==> src/hw/mpa_pkg.sv <==
// constants and carrier types for memory policy and aperture control
// Operation
// [RULE1] policy 0: page miss precharges addressed bank
// [RULE2] policy 1: page miss precharges all banks
// [RULE3] row change with open pages precharges all
// [RULE4] precharge all leads every refresh
// [RULE5] frequency bit: 0 is 100 MHz, 1 is 133 MHz
// [RULE6] frequency bit resets from sampled strap pin
// [RULE7] lock bit accepts only first write after reset
// [RULE8] lock set makes graphics select read only
// [RULE9] aperture enable resets 0, blocks all ports
// [RULE10] select 0: devices 0,1 visible, device 2 ones
// [RULE11] select 1: device 1 ones, AGP registers zero
// [RULE12] internal graphics needs smm field and select
// [RULE13] software programs select before other configuration
// [RULE14] software enables aperture after table setup
// [RULE15] reserved bits read zero, writes ignored
package mpa_pkg;

  // ****************************************
  // configuration map
  // ****************************************
  localparam logic [7:0] MPA_OFF_MEMCTL = 8'h50;
  localparam logic [7:0] MPA_OFF_APERTURE = 8'h51;
  localparam logic [1:0] MPA_DEV_HOST = 2'h0;
  localparam logic [1:0] MPA_DEV_AGP = 2'h1;
  localparam logic [1:0] MPA_DEV_GRAPHICS = 2'h2;

  // ****************************************
  // field positions and values
  // ****************************************
  localparam int MPA_BIT_POLICY = 3;
  localparam int MPA_BIT_FREQ = 2;
  localparam int MPA_BIT_LOCK = 2;
  localparam int MPA_BIT_APEN = 1;
  localparam int MPA_BIT_SEL = 0;
  localparam logic [7:0] MPA_MEMCTL_EXT_MASK = 8'hF0;
  localparam logic [7:0] MPA_APERTURE_RESET = 8'h00;
  localparam logic [7:0] MPA_ALL_ONES = 8'hFF;
  localparam logic [7:0] MPA_ALL_ZEROS = 8'h00;
  localparam logic [1:0] MPA_SMM_OFF = 2'h0;
  localparam logic MPA_FREQ_100 = 1'b0;
  localparam logic MPA_FREQ_133 = 1'b1;
  localparam logic MPA_SEL_AGP = 1'b0;
  localparam logic MPA_SEL_GRAPHICS = 1'b1;

  // ****************************************
  // carriers
  // ****************************************
  typedef struct packed {
    logic rd;
    logic wr;
    logic [1:0] dev;
    logic [7:0] off;
    logic [7:0] wdata;
  } mpa_cfg_req_t;

  typedef struct packed {
    logic page_miss;
    logic row_switch;
    logic pages_open;
    logic refresh_req;
  } mpa_dram_evt_t;

  typedef struct packed {
    logic cpu;
    logic pci;
    logic agp;
  } mpa_port_t;

  typedef struct packed {
    logic strap_s1;
    logic strap_s2;
    logic page_close_policy;
    logic sysmem_freq_select;
    logic graphics_select_lock;
    logic lock_written;
    logic aperture_enable;
    logic graphics_device_select;
    logic [7:0] rdata;
    logic rd_valid;
    logic precharge_bank;
    logic precharge_all;
    logic refresh_go;
    logic refresh_pend;
  } mpa_state_t;

endpackage

==> src/hw/mpa_ctrl.sv <==
// memory page policy, memory frequency and aperture control registers
`timescale 1ns/1ps
module mpa_ctrl
  import mpa_pkg::*;
(
  input wire logic clock,
  input wire logic rst,
  input wire logic sysmem_freq_strap_pin,
  input wire mpa_cfg_req_t cfg_req,
  input wire logic [7:0] cfg_ext_rdata,
  input wire logic cfg_ext_agp_reg,
  input wire logic [1:0] smm_ram_control,
  input wire mpa_dram_evt_t dram_evt,
  input wire mpa_port_t aperture_req,
  output mpa_port_t aperture_grant,
  output logic [7:0] cfg_rdata,
  output logic cfg_rd_valid,
  output logic cfg_fwd_rd,
  output logic cfg_fwd_wr,
  output logic page_close_policy,
  output logic sysmem_freq_select,
  output logic graphics_device_select,
  output logic agp_device_enable,
  output logic internal_graphics_claim,
  output logic precharge_bank,
  output logic precharge_all,
  output logic refresh_go
);

  // ****************************************
  // state
  // ****************************************
  mpa_state_t st_ff;
  mpa_state_t nxt_st;

  function automatic logic hit(input mpa_cfg_req_t r, input logic [1:0] d, input logic [7:0] o);
    hit = (r.dev == d) && (r.off == o);
  endfunction

  logic wr_memctl;
  logic wr_aperture;
  logic rd_memctl;
  logic rd_aperture;
  logic dev_visible;
  logic agp_hidden;
  logic graphics_claim;

  // ****************************************
  // configuration decode
  // ****************************************
  always_comb begin
    wr_memctl = cfg_req.wr && hit(cfg_req, MPA_DEV_HOST, MPA_OFF_MEMCTL);
    wr_aperture = cfg_req.wr && hit(cfg_req, MPA_DEV_HOST, MPA_OFF_APERTURE);
    rd_memctl = cfg_req.rd && hit(cfg_req, MPA_DEV_HOST, MPA_OFF_MEMCTL);
    rd_aperture = cfg_req.rd && hit(cfg_req, MPA_DEV_HOST, MPA_OFF_APERTURE);
    // internal graphics answers only when smm space is set up as well
    graphics_claim = (st_ff.graphics_device_select == MPA_SEL_GRAPHICS)
      && (smm_ram_control != MPA_SMM_OFF); // [RULE12]
    agp_hidden = (st_ff.graphics_device_select == MPA_SEL_GRAPHICS)
      && (cfg_req.dev == MPA_DEV_HOST) && cfg_ext_agp_reg; // [RULE11]
    unique case (cfg_req.dev)
      MPA_DEV_HOST: dev_visible = !agp_hidden;
      MPA_DEV_AGP: dev_visible = (st_ff.graphics_device_select == MPA_SEL_AGP); // [RULE10]
      MPA_DEV_GRAPHICS: dev_visible = graphics_claim; // [RULE11] [RULE12]
      default: dev_visible = 1'b0;
    endcase
  end

  // offset 51h is held here; everything else visible goes outward
  assign cfg_fwd_rd = cfg_req.rd && dev_visible && !rd_aperture;
  assign cfg_fwd_wr = cfg_req.wr && dev_visible && !wr_aperture;

  // ****************************************
  // next state
  // ****************************************
  always_comb begin
    nxt_st = st_ff;
    nxt_st.strap_s1 = sysmem_freq_strap_pin;
    nxt_st.strap_s2 = st_ff.strap_s1;
    nxt_st.rd_valid = cfg_req.rd;
    nxt_st.precharge_bank = 1'b0;
    nxt_st.precharge_all = 1'b0;
    nxt_st.refresh_go = 1'b0;
    nxt_st.refresh_pend = 1'b0;
    if (rst) begin
      nxt_st.page_close_policy = 1'b0;
      // strap has passed the synchroniser before it is caught
      nxt_st.sysmem_freq_select = st_ff.strap_s2; // [RULE6]
      nxt_st.graphics_select_lock = MPA_APERTURE_RESET[MPA_BIT_LOCK];
      nxt_st.lock_written = 1'b0;
      nxt_st.aperture_enable = MPA_APERTURE_RESET[MPA_BIT_APEN]; // [RULE9]
      nxt_st.graphics_device_select = MPA_APERTURE_RESET[MPA_BIT_SEL];
      nxt_st.rdata = MPA_ALL_ZEROS;
      nxt_st.rd_valid = 1'b0;
    end else begin
      if (wr_memctl) begin
        nxt_st.page_close_policy = cfg_req.wdata[MPA_BIT_POLICY];
        nxt_st.sysmem_freq_select = cfg_req.wdata[MPA_BIT_FREQ]; // [RULE5]
      end
      if (wr_aperture) begin
        nxt_st.aperture_enable = cfg_req.wdata[MPA_BIT_APEN];
        if (!st_ff.graphics_select_lock) begin
          nxt_st.graphics_device_select = cfg_req.wdata[MPA_BIT_SEL]; // [RULE8]
        end
        if (!st_ff.lock_written) begin
          nxt_st.graphics_select_lock = cfg_req.wdata[MPA_BIT_LOCK]; // [RULE7]
          nxt_st.lock_written = 1'b1; // [RULE7]
        end
      end
      // read answer, one cycle after the request
      if (rd_aperture) begin
        nxt_st.rdata = MPA_ALL_ZEROS; // [RULE15]
        nxt_st.rdata[MPA_BIT_LOCK] = st_ff.graphics_select_lock;
        nxt_st.rdata[MPA_BIT_APEN] = st_ff.aperture_enable;
        nxt_st.rdata[MPA_BIT_SEL] = st_ff.graphics_device_select;
      end else if (rd_memctl) begin
        // low reserved bits forced to zero, upper fields come from outside
        nxt_st.rdata = cfg_ext_rdata & MPA_MEMCTL_EXT_MASK; // [RULE15]
        nxt_st.rdata[MPA_BIT_POLICY] = st_ff.page_close_policy;
        nxt_st.rdata[MPA_BIT_FREQ] = st_ff.sysmem_freq_select;
      end else if (agp_hidden) begin
        nxt_st.rdata = MPA_ALL_ZEROS; // [RULE11]
      end else if (!dev_visible) begin
        nxt_st.rdata = MPA_ALL_ONES; // [RULE10] [RULE11]
      end else begin
        nxt_st.rdata = cfg_ext_rdata;
      end
      // precharge commands; precharge all covers a bank precharge
      if ((dram_evt.row_switch && dram_evt.pages_open)
          || dram_evt.refresh_req
          || (dram_evt.page_miss && st_ff.page_close_policy)) begin
        nxt_st.precharge_all = 1'b1; // [RULE2] [RULE3] [RULE4]
      end else if (dram_evt.page_miss) begin
        nxt_st.precharge_bank = 1'b1; // [RULE1]
      end
      // refresh waits one cycle behind its precharge all, which a request always raises
      nxt_st.refresh_pend = dram_evt.refresh_req;
      nxt_st.refresh_go = st_ff.refresh_pend; // [RULE4]
    end
  end

  always_ff @(posedge clock) begin
    st_ff <= nxt_st;
  end

  // ****************************************
  // outputs
  // ****************************************
  assign cfg_rdata = st_ff.rdata;
  assign cfg_rd_valid = st_ff.rd_valid;
  assign page_close_policy = st_ff.page_close_policy;
  assign sysmem_freq_select = st_ff.sysmem_freq_select;
  assign graphics_device_select = st_ff.graphics_device_select;
  assign agp_device_enable = (st_ff.graphics_device_select == MPA_SEL_AGP);
  assign internal_graphics_claim = graphics_claim;
  assign precharge_bank = st_ff.precharge_bank;
  assign precharge_all = st_ff.precharge_all;
  assign refresh_go = st_ff.refresh_go;
  // aperture cycles are refused until software opens the aperture
  // one assignment for the whole struct keeps a single driver on the port
  assign aperture_grant = mpa_port_t'(aperture_req & {3{st_ff.aperture_enable}}); // [RULE9]

  // ****************************************
  // checks
  // ****************************************
  property p_bank_on_miss;
    @(posedge clock) disable iff (rst)
    (dram_evt.page_miss && !st_ff.page_close_policy && !dram_evt.refresh_req
      && !(dram_evt.row_switch && dram_evt.pages_open))
      |=> precharge_bank && !precharge_all;
  endproperty
  a_bank_on_miss: assert property (p_bank_on_miss) // [RULE1]
    else $error("page miss under open policy gave no bank precharge");

  property p_all_on_miss;
    @(posedge clock) disable iff (rst)
    (dram_evt.page_miss && st_ff.page_close_policy) |=> precharge_all && !precharge_bank;
  endproperty
  a_all_on_miss: assert property (p_all_on_miss) // [RULE2]
    else $error("page miss under closed policy gave no precharge all");

  property p_all_on_row;
    @(posedge clock) disable iff (rst)
    (dram_evt.row_switch && dram_evt.pages_open) |=> precharge_all;
  endproperty
  a_all_on_row: assert property (p_all_on_row) // [RULE3]
    else $error("row change with open pages gave no precharge all");

  property p_refresh_lead;
    @(posedge clock) disable iff (rst)
    dram_evt.refresh_req |=> precharge_all ##1 refresh_go;
  endproperty
  a_refresh_lead: assert property (p_refresh_lead) // [RULE4]
    else $error("refresh not led by precharge all");

  property p_freq_write;
    @(posedge clock) disable iff (rst)
    wr_memctl |=> sysmem_freq_select == $past(cfg_req.wdata[MPA_BIT_FREQ]);
  endproperty
  a_freq_write: assert property (p_freq_write) // [RULE5]
    else $error("frequency select did not take written value");

  property p_freq_strap;
    @(posedge clock)
    (!rst && $past(rst)) |-> sysmem_freq_select == $past(st_ff.strap_s2);
  endproperty
  a_freq_strap: assert property (p_freq_strap) // [RULE6]
    else $error("frequency select not loaded from strap");

  property p_lock_once;
    @(posedge clock) disable iff (rst)
    (wr_aperture && st_ff.lock_written) |=> $stable(st_ff.graphics_select_lock);
  endproperty
  a_lock_once: assert property (p_lock_once) // [RULE7]
    else $error("lock bit changed after first write");

  property p_sel_locked;
    @(posedge clock) disable iff (rst)
    st_ff.graphics_select_lock |=> $stable(graphics_device_select);
  endproperty
  a_sel_locked: assert property (p_sel_locked) // [RULE8]
    else $error("graphics select changed while locked");

  property p_ap_block;
    @(posedge clock) disable iff (rst)
    !st_ff.aperture_enable |-> aperture_grant == '0;
  endproperty
  a_ap_block: assert property (p_ap_block) // [RULE9]
    else $error("aperture granted while disabled");

  property p_dev2_ones;
    @(posedge clock) disable iff (rst)
    (cfg_req.rd && cfg_req.dev == MPA_DEV_GRAPHICS && !graphics_device_select)
      |=> cfg_rd_valid && cfg_rdata == MPA_ALL_ONES;
  endproperty
  a_dev2_ones: assert property (p_dev2_ones) // [RULE10]
    else $error("hidden device 2 read did not return ones");

  property p_dev1_ones;
    @(posedge clock) disable iff (rst)
    (cfg_req.rd && cfg_req.dev == MPA_DEV_AGP && graphics_device_select)
      |=> cfg_rdata == MPA_ALL_ONES && !$past(cfg_fwd_rd);
  endproperty
  a_dev1_ones: assert property (p_dev1_ones) // [RULE11]
    else $error("hidden device 1 read did not return ones");

  property p_gfx_smm;
    @(posedge clock) disable iff (rst)
    (cfg_req.wr && cfg_req.dev == MPA_DEV_GRAPHICS && smm_ram_control == MPA_SMM_OFF)
      |-> !cfg_fwd_wr;
  endproperty
  a_gfx_smm: assert property (p_gfx_smm) // [RULE12]
    else $error("internal graphics claimed cycle without smm setup");

  property p_reserved_zero;
    @(posedge clock) disable iff (rst)
    rd_aperture |=> cfg_rdata[7:3] == 5'h00;
  endproperty
  a_reserved_zero: assert property (p_reserved_zero) // [RULE15]
    else $error("reserved aperture bits read nonzero");

  property p_refresh_after_all;
    @(posedge clock) disable iff (rst)
    refresh_go |-> $past(precharge_all);
  endproperty
  a_refresh_after_all: assert property (p_refresh_after_all) // [RULE4]
    else $error("refresh started without precharge all before it");

  property p_policy_write;
    @(posedge clock) disable iff (rst)
    wr_memctl |=> page_close_policy == $past(cfg_req.wdata[MPA_BIT_POLICY]);
  endproperty
  a_policy_write: assert property (p_policy_write) // [RULE2]
    else $error("page close policy did not take written value");

  property p_grant_open;
    @(posedge clock) disable iff (rst)
    st_ff.aperture_enable |-> aperture_grant == aperture_req;
  endproperty
  a_grant_open: assert property (p_grant_open) // [RULE9]
    else $error("aperture refused while enabled");

  property p_dev1_shown;
    @(posedge clock) disable iff (rst)
    (cfg_req.rd && cfg_req.dev == MPA_DEV_AGP && !graphics_device_select) |-> cfg_fwd_rd;
  endproperty
  a_dev1_shown: assert property (p_dev1_shown) // [RULE10]
    else $error("device 1 read not passed on in agp mode");

  property p_agp_zero;
    @(posedge clock) disable iff (rst)
    (cfg_req.rd && cfg_req.dev == MPA_DEV_HOST && cfg_ext_agp_reg && graphics_device_select
      && cfg_req.off != MPA_OFF_MEMCTL && cfg_req.off != MPA_OFF_APERTURE)
      |=> cfg_rdata == MPA_ALL_ZEROS;
  endproperty
  a_agp_zero: assert property (p_agp_zero) // [RULE11]
    else $error("agp register read nonzero in internal graphics mode");

  property p_graphics_claim;
    @(posedge clock) disable iff (rst)
    (cfg_req.rd && cfg_req.dev == MPA_DEV_GRAPHICS && graphics_device_select
      && smm_ram_control != MPA_SMM_OFF) |-> cfg_fwd_rd;
  endproperty
  a_graphics_claim: assert property (p_graphics_claim) // [RULE12]
    else $error("internal graphics ignored a cycle it should claim");

endmodule

==> config.mk <==
export PLATFORM = sky130hd
export DESIGN_NAME = mpa_ctrl
export DESIGN_NICKNAME = d
export VERILOG_FILES = /design/src/hw/mpa_pkg.sv /design/src/hw/mpa_ctrl.sv
export SDC_FILE = /design/constraint.sdc
export NUM_CORES = 1
export LEC_CHECK = 0
export ABC_CLOCK_PERIOD_IN_PS = 3200
export CORE_MARGIN = 1
export CORE_UTILIZATION = 60
export DETAILED_ROUTE_END_ITERATION = 8
export DONT_BUFFER_PORTS = 1
export MAX_ROUTING_LAYER = met4
export PLACE_DENSITY_LB_ADDON = 0.2
export SETUP_SLACK_MARGIN = 0.3
export SYNTH_ARGS = -nofsm -noshare
export SYNTH_HDL_FRONTEND = slang
export SYNTH_SLANG_ARGS = --single-unit
==> constraint.sdc <==
create_clock -name clock -period 3.2 [get_ports clock]
set_clock_uncertainty 0.2 [all_clocks]
set_input_delay 0.16 -clock clock [delete_from_list [all_inputs] [get_ports clock]]
set_output_delay 0.16 -clock clock [all_outputs]
set_load 0.01 [all_outputs]
== Word level (Yosys, flattened, before mapping) ==
Cells that the tools add are included.

* Logic and storage cells: 62
* Bits in registers: 21
* Output and inout bits: 22

* Equal/unequal tests: 4
* Bitwise operators: 4
* Muxes and demuxes: 12
* Reductions and logical operators: 27

{| class="wikitable"
|+ Operators with widths
! operator !! number
|-
| two-way mux 8 bit || 4
|-
| == test 8 x 7 -> 1 bit, second input constant || 2
|-
| logical AND 1 bit || 15
|-
| two-way mux 13 bit || 1
|-
| two-way mux 1 bit || 4
|-
| two-way mux 4 bit || 1
|-
| AND reduction 2 bit || 2
|-
| nonzero test 2 bit || 2
|-
| OR reduction 2 bit || 2
|-
| AND 3 bit || 1
|-
| zero test 1 bit || 3
|-
| inverter 1 bit || 3
|-
| one-hot mux 1 bit (3 select lines) || 1
|-
| == test 2 x 1 -> 1 bit, second input constant || 1
|-
| == test 2 bit, second input constant || 1
|-
| zero test 2 bit || 1
|-
| logical OR 1 bit || 2
|-
| two-way mux 2 bit || 1
|}

== Depth between registers and ports, before layout ==
Gate-level depths: netlist (run 1).

* Depth in word-level cells: 10
* Depth in mapped cells: 4
* Depth with buffers taken out: 4

== Least setup slack after synthesis (run 1) ==
Ideal clock, no wire load.

* Path type: input to register
* Start point: input cfg_req[15] (netlist bit)
* End point: register st_ff, in the netlist graphics_device_select
* Library setup time: 0.087 ns
* Setup slack: 1.741 ns
* Stages: 4
* Arrival: 1.172 ns
* Required time: 2.913 ns
* Cell sequence: and4bb_4 nand4_4 or4b_1 o31ai_1

* Word-level cells in the longest chain between the ends: 4

{| class="wikitable"
|+ Ends and longest elaborated chain
! element !! line !! RTL
|-
| start, declared || mpa_ctrl.sv:9 || <nowiki>input wire mpa_cfg_req_t cfg_req,</nowiki>
|-
| == test 8 x 7 -> 1 bit || mpa_ctrl.sv:37 || <nowiki>hit = (r.dev == d) && (r.off == o);</nowiki>
|-
| logical AND 1 bit || mpa_ctrl.sv:37 ||
|-
| logical AND 1 bit || mpa_ctrl.sv:53 || <nowiki>wr_aperture = cfg_req.wr && hit(cfg_req, MPA_DEV_HOST, MPA_OFF_APERTURE);</nowiki>
|-
| AND reduction 2 bit (no line) || n/a ||
|-
| end signal, assigned || mpa_ctrl.sv:143 || <nowiki>st_ff <= nxt_st;</nowiki>
|-
| end, declared || mpa_ctrl.sv:33 || <nowiki>mpa_state_t st_ff;</nowiki>
|}

Every way passes these cells.
A chain may end at the register's enable or synchronous reset.

== Final worst setup path (run 1) ==
* Start point: input cfg_req[10] (netlist bit)
* End point: register st_ff, in the netlist graphics_device_select

The elaborated chain is that of the path after synthesis.

==> flow_summary.yaml, run 1 <==
critical_path:
  r2r-start: "graphics_device_select$_SDFFE_PP0P_"
  endpoint_kind: "flip-flop"
  endpoint: "graphics_device_select$_SDFFE_PP0P_"
  required_ns: 3.22
  arrival_ns: 2.87
  cp_common_cell: "dlygate4sd3_1"
  startpoint_type: "input port"
  path_max_fanout: 4
  cp_top_family: "buffers and inverters"
  slowest_delay_ns: 0.63
  crit_cells: 7
  crit_slowest_cell: "dlygate4sd3_1"
  crit_start: "cfg_req[10]"
  r2r_cells: 5
  r2r-end: "cfg_rdata[2]$_SDFF_PP0_"
  worstPathCellList: "dlygate4sd3_1, nor3_4, dlygate4sd3_1, nand4_4, or4b_1, dlygate4sd3_1, o31ai_1"
  path_buf_inv: 3
  rrSetupSlack_ns: 0.99
  path_class: "input port to flip-flop"
synthesis:
  ys_ff_latch: 21
  synth_fp_nets: 143
  syn_area_um2: 981
  synth_seq_area_share_pct: 43.9
  synth_cells: 102
  yosysTopAreaCellShare_pct: 40.8
  yosysWarningCount: 0
  synth.area.top_cells: "dfxtp_1, buf_4, and2_1, nor2b_1, o21a_1"
  yosys.area.top_type: "dfxtp_1"
  ys_types: 29
  synth_ff_type: "dfxtp_1"
  syn-mean-instance-area_um2: 9.62
  ys_async_sr_fraction_pct: 0
  synth-edff-count: 1
detailed_routing:
  wl_um: 2350
  first_pass_iters: 4
  viasPerCell: 5.96
  vias: 847
  drc: 0
  drtAntennaViolNets: 0
  wl_per_cell_um: 16.5
  initialDrtViolationCount: 17
sta:
  slew_headroom_pct: 57.0
  final-hold-violation-count: 0
  setup_violations: 0
  rsz0062_at_grt: "no"
  drv_slew: 0
  setup_tns_ns: 0
  fin_crit_sh_pct: 89.0
  fmax_mhz: 351
  period_minus_slack_ns: 2.85
  tightest_slew_ns: 0.644
global_route:
  track_usage_pct: 24.4
  antenna_found_initial: 0
  grt_pass1_wl_um: 3240
  grt_max_degree: 20
  gr-total-overflow: 0
  grt_pass1_vias: 739
clock_tree:
  clk_pin_slew_ns: 0.12
  cts_root_buffer: "clkbuf_4"
  ctsHtreeMaxLevel: 1
  insertion_delay_ns: 0.30
  cts_tree: "done"
  clk_path_buf_depth: 2
  cts_buffers: 3
  cts.sinks: 21
place:
  io_buffers: 0
  post-dp-hpwl_um: 1280
  gp_congestion: 0.787
floorplanning:
  die_h_um: 42.4
  start_util_pct: 64.4
  rows: 14
  coreArea_mm2: 0.00152
  die_w_um: 42.4
  io_pins: 63
  die_area_mm2: 0.00180
pwr:
  leakagePower_nw: 0.506
  vdd_ir_drop_max_uv: 375
  power.density_mw_per_mm2: 376
final_layout:
  post-route-util_pct: 82.4
  area_growth_pct: 28.1
  final_common_cell: "dlygate4sd3_1"
  final_cell_mix: "dlygate4sd3_1, dfxtp_1, and2_1"
  n_antenna_cell: 0
  layout.nets: 168
  drive_above_1_share_pct: 10.3
run:
  maxCapViolations: 0
worst_hold_path:
  worstHoldPathType: "input port to flip-flop"
outcome:
  outcome: "finished, final reports clean"
-- worst reg2reg max path, cell delays in order, from the launching register on --
cell,delay (ns)
dfxtp_1,0.51
o21ai_0,0.17
a22oi_2,0.34
o211ai_1,0.12
a211oi_1,0.25
dlygate4sd3_1,0.57
-- how the worst min path moves through the flow --
| stage | depth (start not counted) | slack, ns | startpoint | to |
|---|---|---|---|---|
| finish | 3 | 0.04 | cfg_ext_agp_reg | cfg_rdata[1]$_SDFF_PP0_ |
| global route | 3 | 0.06 | cfg_ext_agp_reg | cfg_rdata[1]$_SDFF_PP0_ |
| CTS | 4 | 0.002 | cfg_req[9] | page_close_policy$_SDFFE_PP0P_ |
| detailed placement | 0 | -0.01 | sysmem_freq_strap_pin | nxt_st[19]$_DFF_P_ |
| global placement | 0 | -0.01 | sysmem_freq_strap_pin | nxt_st[19]$_DFF_P_ |
| floorplan | 0 | -0.01 | sysmem_freq_strap_pin | nxt_st[19]$_DFF_P_ |
-- metal layers --
layer	share of wire [%]	track usage, %
met5	0	-
met4	0.98	1.88
met3	6.1	7.76
met2	55	44.0
met1	38	27.5
-- sequential cells by signal (all words and copies together) (netlist names) --
register / flops
refresh_go: 1
graphics_device_select: 1
nxt_st: 1
precharge_all: 1
page_close_policy: 1
cfg_rd_valid: 1
sysmem_freq_select: 1
cfg_rdata: 8
precharge_bank: 1
st_ff: 5
-- cells in the mapped netlist, types with 3 or more instances --
cell	count
a21oi_1	6
o211ai_1	3
dfxtp_1	20
nand2_1	5
nand3_1	3
nor2_1	6
nand4_1	3
nor2b_1	6
mux2i_1	3
o21a_1	5
buf_4	8
a211oi_1	3
nand2b_1	3
inv_1	3
and2_1	8
-- where the power goes --
group	leakage [nW]	internal, mW	switching (mW)	total [mW]
clock	0.0177	0.0466	0.0795	0.126
combinational	0.312	0.0364	0.0252	0.0617
sequential	0.176	0.276	0.00917	0.285
total	0.506	0.359	0.114	0.473
-- per-stage QoR --
| step | std cells | hold WS (ns) | instance area, um2 | power (mW) | setup WS (ns) |
|---|---|---|---|---|---|
| 2_1_floorplan | 102 | -0.0123 | 981 | 0.325 | 1.74 |
| 3_3_place_gp | 108 | -0.0122 | 933 | 0.317 | 1.57 |
| 3_5_place_dp | 108 | -0.0122 | 933 | 0.318 | 1.54 |
| 4_1_cts | 140 | 0.00233 | 1240 | 0.471 | 0.416 |
| 5_1_grt | 142 | 0.0580 | 1260 | 0.493 | 0.309 |
| 6_report | 142 | 0.0397 | 1260 | 0.473 | 0.353 |
-- repair_timing --
item | CTS | global route
endpoints found under the setup margin | 0 | 1
hold buffers | 28 | 0
setup buffers | 0 | 2
gates resized for setup | 0 | 0
endpoints found under the hold margin | 21 | 0
-- cell type report --
class	instances	area (um2)
multi-input combinational	68	472
sequential	21	430
clock buffer	3	22.5
tap	16	20.0
fill	90	268
timing repair buffer	30	295
clock inverter	1	5.00
inverter	3	11.3
-- kinds of logic after synthesis --
logic type	synth area share, %
multiplexers	3.06
AND/OR/NAND/NOR	29.2
AO/OA/AOI/OAI	15.8
buffers and inverters	8.04
flip-flops	43.9
No activity file was read; power rests on OpenSTA's default activity.
==> inputs of run 2 (changes only) <==
==> constraint.sdc (replaced) <==
create_clock -name clock -period 3.2 [get_ports clock]
set_clock_uncertainty 0.2 [all_clocks]
set_input_delay 0.48 -clock clock [delete_from_list [all_inputs] [get_ports clock]]
set_output_delay 0.48 -clock clock [all_outputs]
set_load 0.01 [all_outputs]
==> run 2 against run 1 <==
  * Sequential power barely moved
  * Via count fell by 19%
  * Routed wire length fell by 32%
  * First-iteration DRC count fell by 53%
  * Critical path type is now flip-flop to primary output
==> flow_summary.yaml, run 2 (synthesized netlist as in run 1, its figures left out) <==
critical_path:
  r2r-start: "graphics_device_select$_SDFFE_PP0P_"
  cp_top_family: "compound AO/OA/AOI/OAI gates"
  arrival_ns: 1.62
  endpoint: "cfg_fwd_wr"
  path_buf_inv: 0
  path_class: "flip-flop to primary output"
  slowest_delay_ns: 0.51
  path_max_fanout: 7
  r2r-end: "cfg_rdata[2]$_SDFF_PP0_"
  endpoint_kind: "primary output"
  r2r_cells: 4
  rrSetupSlack_ns: 1.53
  crit_slowest_cell: "dfxtp_1"
  crit_start: "graphics_device_select$_SDFFE_PP0P_"
  required_ns: 2.52
  crit_cells: 4
  worstPathCellList: "o21ai_0, a22oi_2, a21oi_1, and2_1"
  startpoint_type: "flip-flop"
place:
  post-dp-hpwl_um: 1290
  place_inst: 108
  gp_congestion: 0.786
  io_buffers: 0
pwr:
  internal_power_mw: 0.337
  leakagePower_nw: 0.381
  swShare_pct: 22.4
  p_clk_share_pct: 28.0
  pwr-share-comb_pct: 6.4
  p_seq_share_pct: 65.6
  switching_power_mw: 0.0973
  power.density_mw_per_mm2: 447
  vdd_ir_drop_max_uv: 226
clock_tree:
  clk_pin_slew_ns: 0.11
  cts_buffers: 3
  clk_path_buf_depth: 2
  post_cts_buffers: 0
  cts_root_buffer: "clkbuf_4"
  ctsHtreeMaxLevel: 1
  cts.sinks: 21
  insertion_delay_ns: 0.29
  postCtsHoldBufs: 1
  cts_tree: "done"
  cts_resized: 0
detailed_routing:
  wl_met1_um: 641
  routed.top_layer: "met3"
  drtAntennaViolNets: 0
  wl_per_cell_um: 14.1
  drc: 0
  vias: 690
  dr_wl_met2_um: 822
  initialDrtViolationCount: 8
  wl_met3_um: 132
  first_pass_iters: 4
  wl_um: 1600
  viasPerCell: 6.11
sta:
  setup_violations: 0
  rsz0062_at_grt: "no"
  slew_headroom_pct: 67.5
  drv_slew: 0
  fin_crit_sh_pct: 71.8
  fin_hold_ws_ns: 0.0342
  final-hold-violation-count: 0
  fmax_mhz: 435
  period_minus_slack_ns: 2.30
  tightest_slew_ns: 0.484
  setup_tns_ns: 0
floorplanning:
  die_w_um: 42.4
  io_pins: 63
  die_area_mm2: 0.00180
  die_h_um: 42.4
  coreArea_mm2: 0.00152
  rows: 14
  start_util_pct: 64.4
outcome:
  outcome: "finished, final reports clean"
global_route:
  grt_max_degree: 20
  grt_pass1_vias: 629
  grt_pass1_wl_um: 2540
  track_usage_pct: 19.3
  antenna_found_initial: 0
  gr-total-overflow: 0
final_layout:
  n_antenna_cell: 0
  final_cells: 113
  area_growth_pct: -1.02
  final_common_cell: "dfxtp_1"
  largest_register_ffs: 8
  final_cell_mix: "dfxtp_1, and2_1, nor2b_1, a21oi_1, nor2_1"
  layout.nets: 139
  post-route-util_pct: 63.7
  drive_above_1_share_pct: 11.3
worst_hold_path:
  hold_depth: 1
  worstHoldPathType: "input port to flip-flop"
run:
  maxCapViolations: 0
-- run 2: cell count changes in the layout (fill, tap and decap cells not counted), sizes merged --
cell,before,now
buf,2,0
dlygate4sd3,28,1
-- run 2: metrics by stage --
step | setup WS (ns) | total power [mW] | cell area (um2)
finish | 0.903 | 0.434 | 971
global route | 0.774 | 0.456 | 971
CTS | 0.882 | 0.440 | 971
detailed placement | 1.16 | 0.318 | 933
global placement | 1.19 | 0.317 | 933
floorplan | 1.22 | 0.325 | 981
-- run 2: metal layers --
| layer | up-vias | GRT usage (%) |
|---|---|---|
| met1 | 311 | 21.4 |
| met3 | 0 | 6.47 |
| met4 | 0 | 7.50 |
| li1 | 343 | - |
| met5 | - | - |
| met2 | 36 | 32.0 |
-- run 2: worst min-delay path by stage --
stage	from	to	slack (ns)
after floorplan	nxt_st[19]$_DFF_P_	st_ff[19]$_DFF_P_	0.11
after global placement	nxt_st[19]$_DFF_P_	st_ff[19]$_DFF_P_	0.11
after detailed placement	nxt_st[19]$_DFF_P_	st_ff[19]$_DFF_P_	0.14
after CTS	rst	precharge_all$_SDFF_PP0_	0.02
after global routing	rst	precharge_all$_SDFF_PP0_	0.01
final	rst	st_ff[15]$_SDFFE_PP0N_	0.03
-- run 2: final cells by class --
type	count	area, um2
clock buffer	3	22.5
inverter	3	11.3
fill	129	553
tap	16	20.0
timing repair buffer	1	10.0
multi-input combinational	68	472
clock inverter	1	5.00
sequential	21	430
-- run 2: worst register-to-register path: cells and delay by family, from the launching register on --
| kind | cells | cell delay (ns) |
|---|---|---|
| compound gates | 4 | 0.88 |
| flops | 1 | 0.51 |
-- run 2: power by group through the flow --
stage	Combinational, mW	Sequential, mW	Clock, mW
floorplan	0.0393	0.286	0
global placement	0.0262	0.291	0
detailed placement	0.0270	0.291	0
CTS	0.0281	0.285	0.127
global route	0.0311	0.286	0.138
finish	0.0277	0.285	0.122
==> inputs of run 3 (changes only) <==
Settings changed: ABC_AREA set to 1, ABC_CLOCK_PERIOD_IN_PS 3200 to 2100, CORE_UTILIZATION 60 to 54.
Clock period 3.2 ns to 2.1 ns, I/O delays scaled along.
==> run 3 against run 2 <==
  * Total power grew 63%
  * Via count grew 24%
  * Utilization grew 5.1 points
  * Combinational power grew to 3.0 times the previous value
  * Sequential power grew 52%
==> flow_summary.yaml, run 3 <==
clock_tree:
  cts_tree: "done"
  clk_pin_slew_ns: 0.11
  cts.sinks: 21
  clk_path_buf_depth: 2
  cts_buffers: 3
  ctsHtreeMaxLevel: 1
  cts_root_buffer: "clkbuf_4"
  insertion_delay_ns: 0.30
synthesis:
  synth_ff_type: "dfxtp_1"
  synth_cells: 142
  yosysWarningCount: 0
  synth_most_common_cell: "nand2_1"
  synth-edff-count: 1
  yosysTopAreaCellShare_pct: 37.6
  syn_area_mm2: 0.00106
  synth_fp_nets: 183
  yosys.area.top_type: "dfxtp_1"
  syn-mean-instance-area_um2: 7.50
  ys_async_sr_fraction_pct: 0
  synth.area.top_cells: "dfxtp_1, nand2_1, inv_1, buf_4, nor2_1"
  ys_types: 26
  ys_ff_latch: 21
  ys_top_cells_by_count: "nand2_1, inv_1, dfxtp_1"
  synth_seq_area_share_pct: 40.4
floorplanning:
  die_h_um: 46.4
  io_pins: 63
  die_area_mm2: 0.00215
  rows: 15
  die_w_um: 46.4
  start_util_pct: 59.7
  coreArea_mm2: 0.00178
critical_path:
  cp_common_cell: "nand2_2"
  path_class: "flip-flop to primary output"
  startpoint_type: "flip-flop"
  slowest_delay_ns: 0.41
  arrival_ns: 1.20
  crit_start: "graphics_device_select$_SDFFE_PP0P_"
  r2r-start: "graphics_device_select$_SDFFE_PP0P_"
  crit_slowest_cell: "dfxtp_4"
  path_max_fanout: 6
  worstPathCellList: "nand3_2, nand2_2, nand2_2, inv_2, nand2_4, nor2_4"
  rrSetupSlack_ns: 0.81
  endpoint_kind: "primary output"
  cp_top_family: "flip-flops"
  required_ns: 1.58
  path_buf_inv: 1
detailed_routing:
  drc: 0
  wl_um: 2000
  drtAntennaViolNets: 0
  first_pass_iters: 4
  vias: 853
  viasPerCell: 4.85
  wl_per_cell_um: 11.4
  initialDrtViolationCount: 14
global_route:
  track_usage_pct: 20.9
  grt_pass1_wl_um: 3130
  grt_max_degree: 12
  grt_pass1_vias: 779
  gr-total-overflow: 0
  antenna_found_initial: 0
final_layout:
  fill_cells: 165
  final_cells: 176
  final_common_cell: "nand2_1"
  fin_area_mm2: 0.00123
  final_cell_mix: "nand2_1, inv_1, dfxtp_1"
  drive_above_1_share_pct: 23.8
  multi_input_area_um2: 485
  final-seq-area_um2: 434
  post-route-util_pct: 68.8
  area_growth_pct: 15.2
  largest_register_ffs: 8
  layout.nets: 193
  n_antenna_cell: 0
run:
  maxCapViolations: 0
place:
  postPlaceCellArea_mm2: 0.00103
  gp_congestion: 0.764
  post-dp-hpwl_um: 1480
  io_buffers: 0
  place_inst: 158
  post-place-ws_ns: 0.464
worst_hold_path:
  worstHoldPathType: "input port to flip-flop"
  hp-start: "cfg_req[19]"
pwr:
  vdd_ir_drop_max_uv: 473
  power.density_mw_per_mm2: 578
  leakagePower_nw: 0.609
  finalPower_mw: 0.709
sta:
  rsz0062_at_grt: "no"
  fin_crit_sh_pct: 81.8
  fin_hold_ws_ns: 0.00228
  period_minus_slack_ns: 1.72
  finalWorstSetupSlack_ns: 0.383
  fmax_mhz: 582
  setup_violations: 0
  final-hold-violation-count: 0
  setup_tns_ns: 0
  tightest_slew_ns: 0.389
  slew_headroom_pct: 74.0
  drv_slew: 0
outcome:
  outcome: "finished, final reports clean"
## run 3: changes by cell type after synthesis, sizes merged, moves of 4 or more
cell / change
nand3: +6
o21ai: +4
nor2b: -6
and2: -8
o21a: -4
inv: +25
nor2: +16
nand2: +25
## run 3: cell families (layout without fill, tap and decap cells)
kind of cell / count (synthesis) / count (layout) / synth area share, %
AOI/OAI and AO/OA: 15 / 15 / 9.64
DFF: 21 / 21 / 40.4
and+or+nand+nor: 67 / 67 / 32.9
buffers and inverters: 39 / 48 / 17.0
## run 3: path summary, 6_finish.rpt
check / to / cells after the start
worst max-delay path: cfg_fwd_wr / 6
worst min-delay path: cfg_rdata[2]$_SDFF_PP0_ / 2
worst max register to register: cfg_rdata[3]$_SDFF_PP0_ / 8
worst min register to register: st_ff[19]$_DFF_P_ / 0
## run 3: worst reg2reg max path, stage by stage (launching register included)
cell and delay (ns):
dfxtp_4 0.41, nand3_2 0.08, nand2_2 0.09, nand2_2 0.06
inv_2 0.08, buf_4 0.11, nand2_1 0.04, nand2_1 0.06
a21oi_1 0.06
## run 3: where the power goes
group / switching, mW / internal (mW) / leakage, nW
Combinational: 0.0437 / 0.0395 / 0.417
Clock: 0.118 / 0.0741 / 0.0150
Sequential: 0.0142 / 0.419 / 0.177
## run 3: final cells by class
| class | instances | area share, % |
|---|---|---|
| clock buffer | 4 | 2.14 |
| multi-input combinational | 82 | 39.6 |
| tap | 25 | 2.55 |
| sequential | 21 | 35.4 |
| inverter | 30 | 9.29 |
| timing repair buffer | 14 | 11.0 |
## run 3: per-layer routing
layer	vias up	global-route usage (%)	wire length [um]
met4	0	5.29	16
li1	444	-	-
met5	-	-	0
met1	382	22.2	778
met3	2	6.67	108
met2	25	36.9	1100
## run 3: repair_timing
action,in CTS,in global routing
pin swaps,2,2
hold buffers,12,0
hold endpoints to repair,15,0
setup endpoints to repair,2,2
gates resized for setup,9,3
buffers inserted,0,2
cloned,0,0
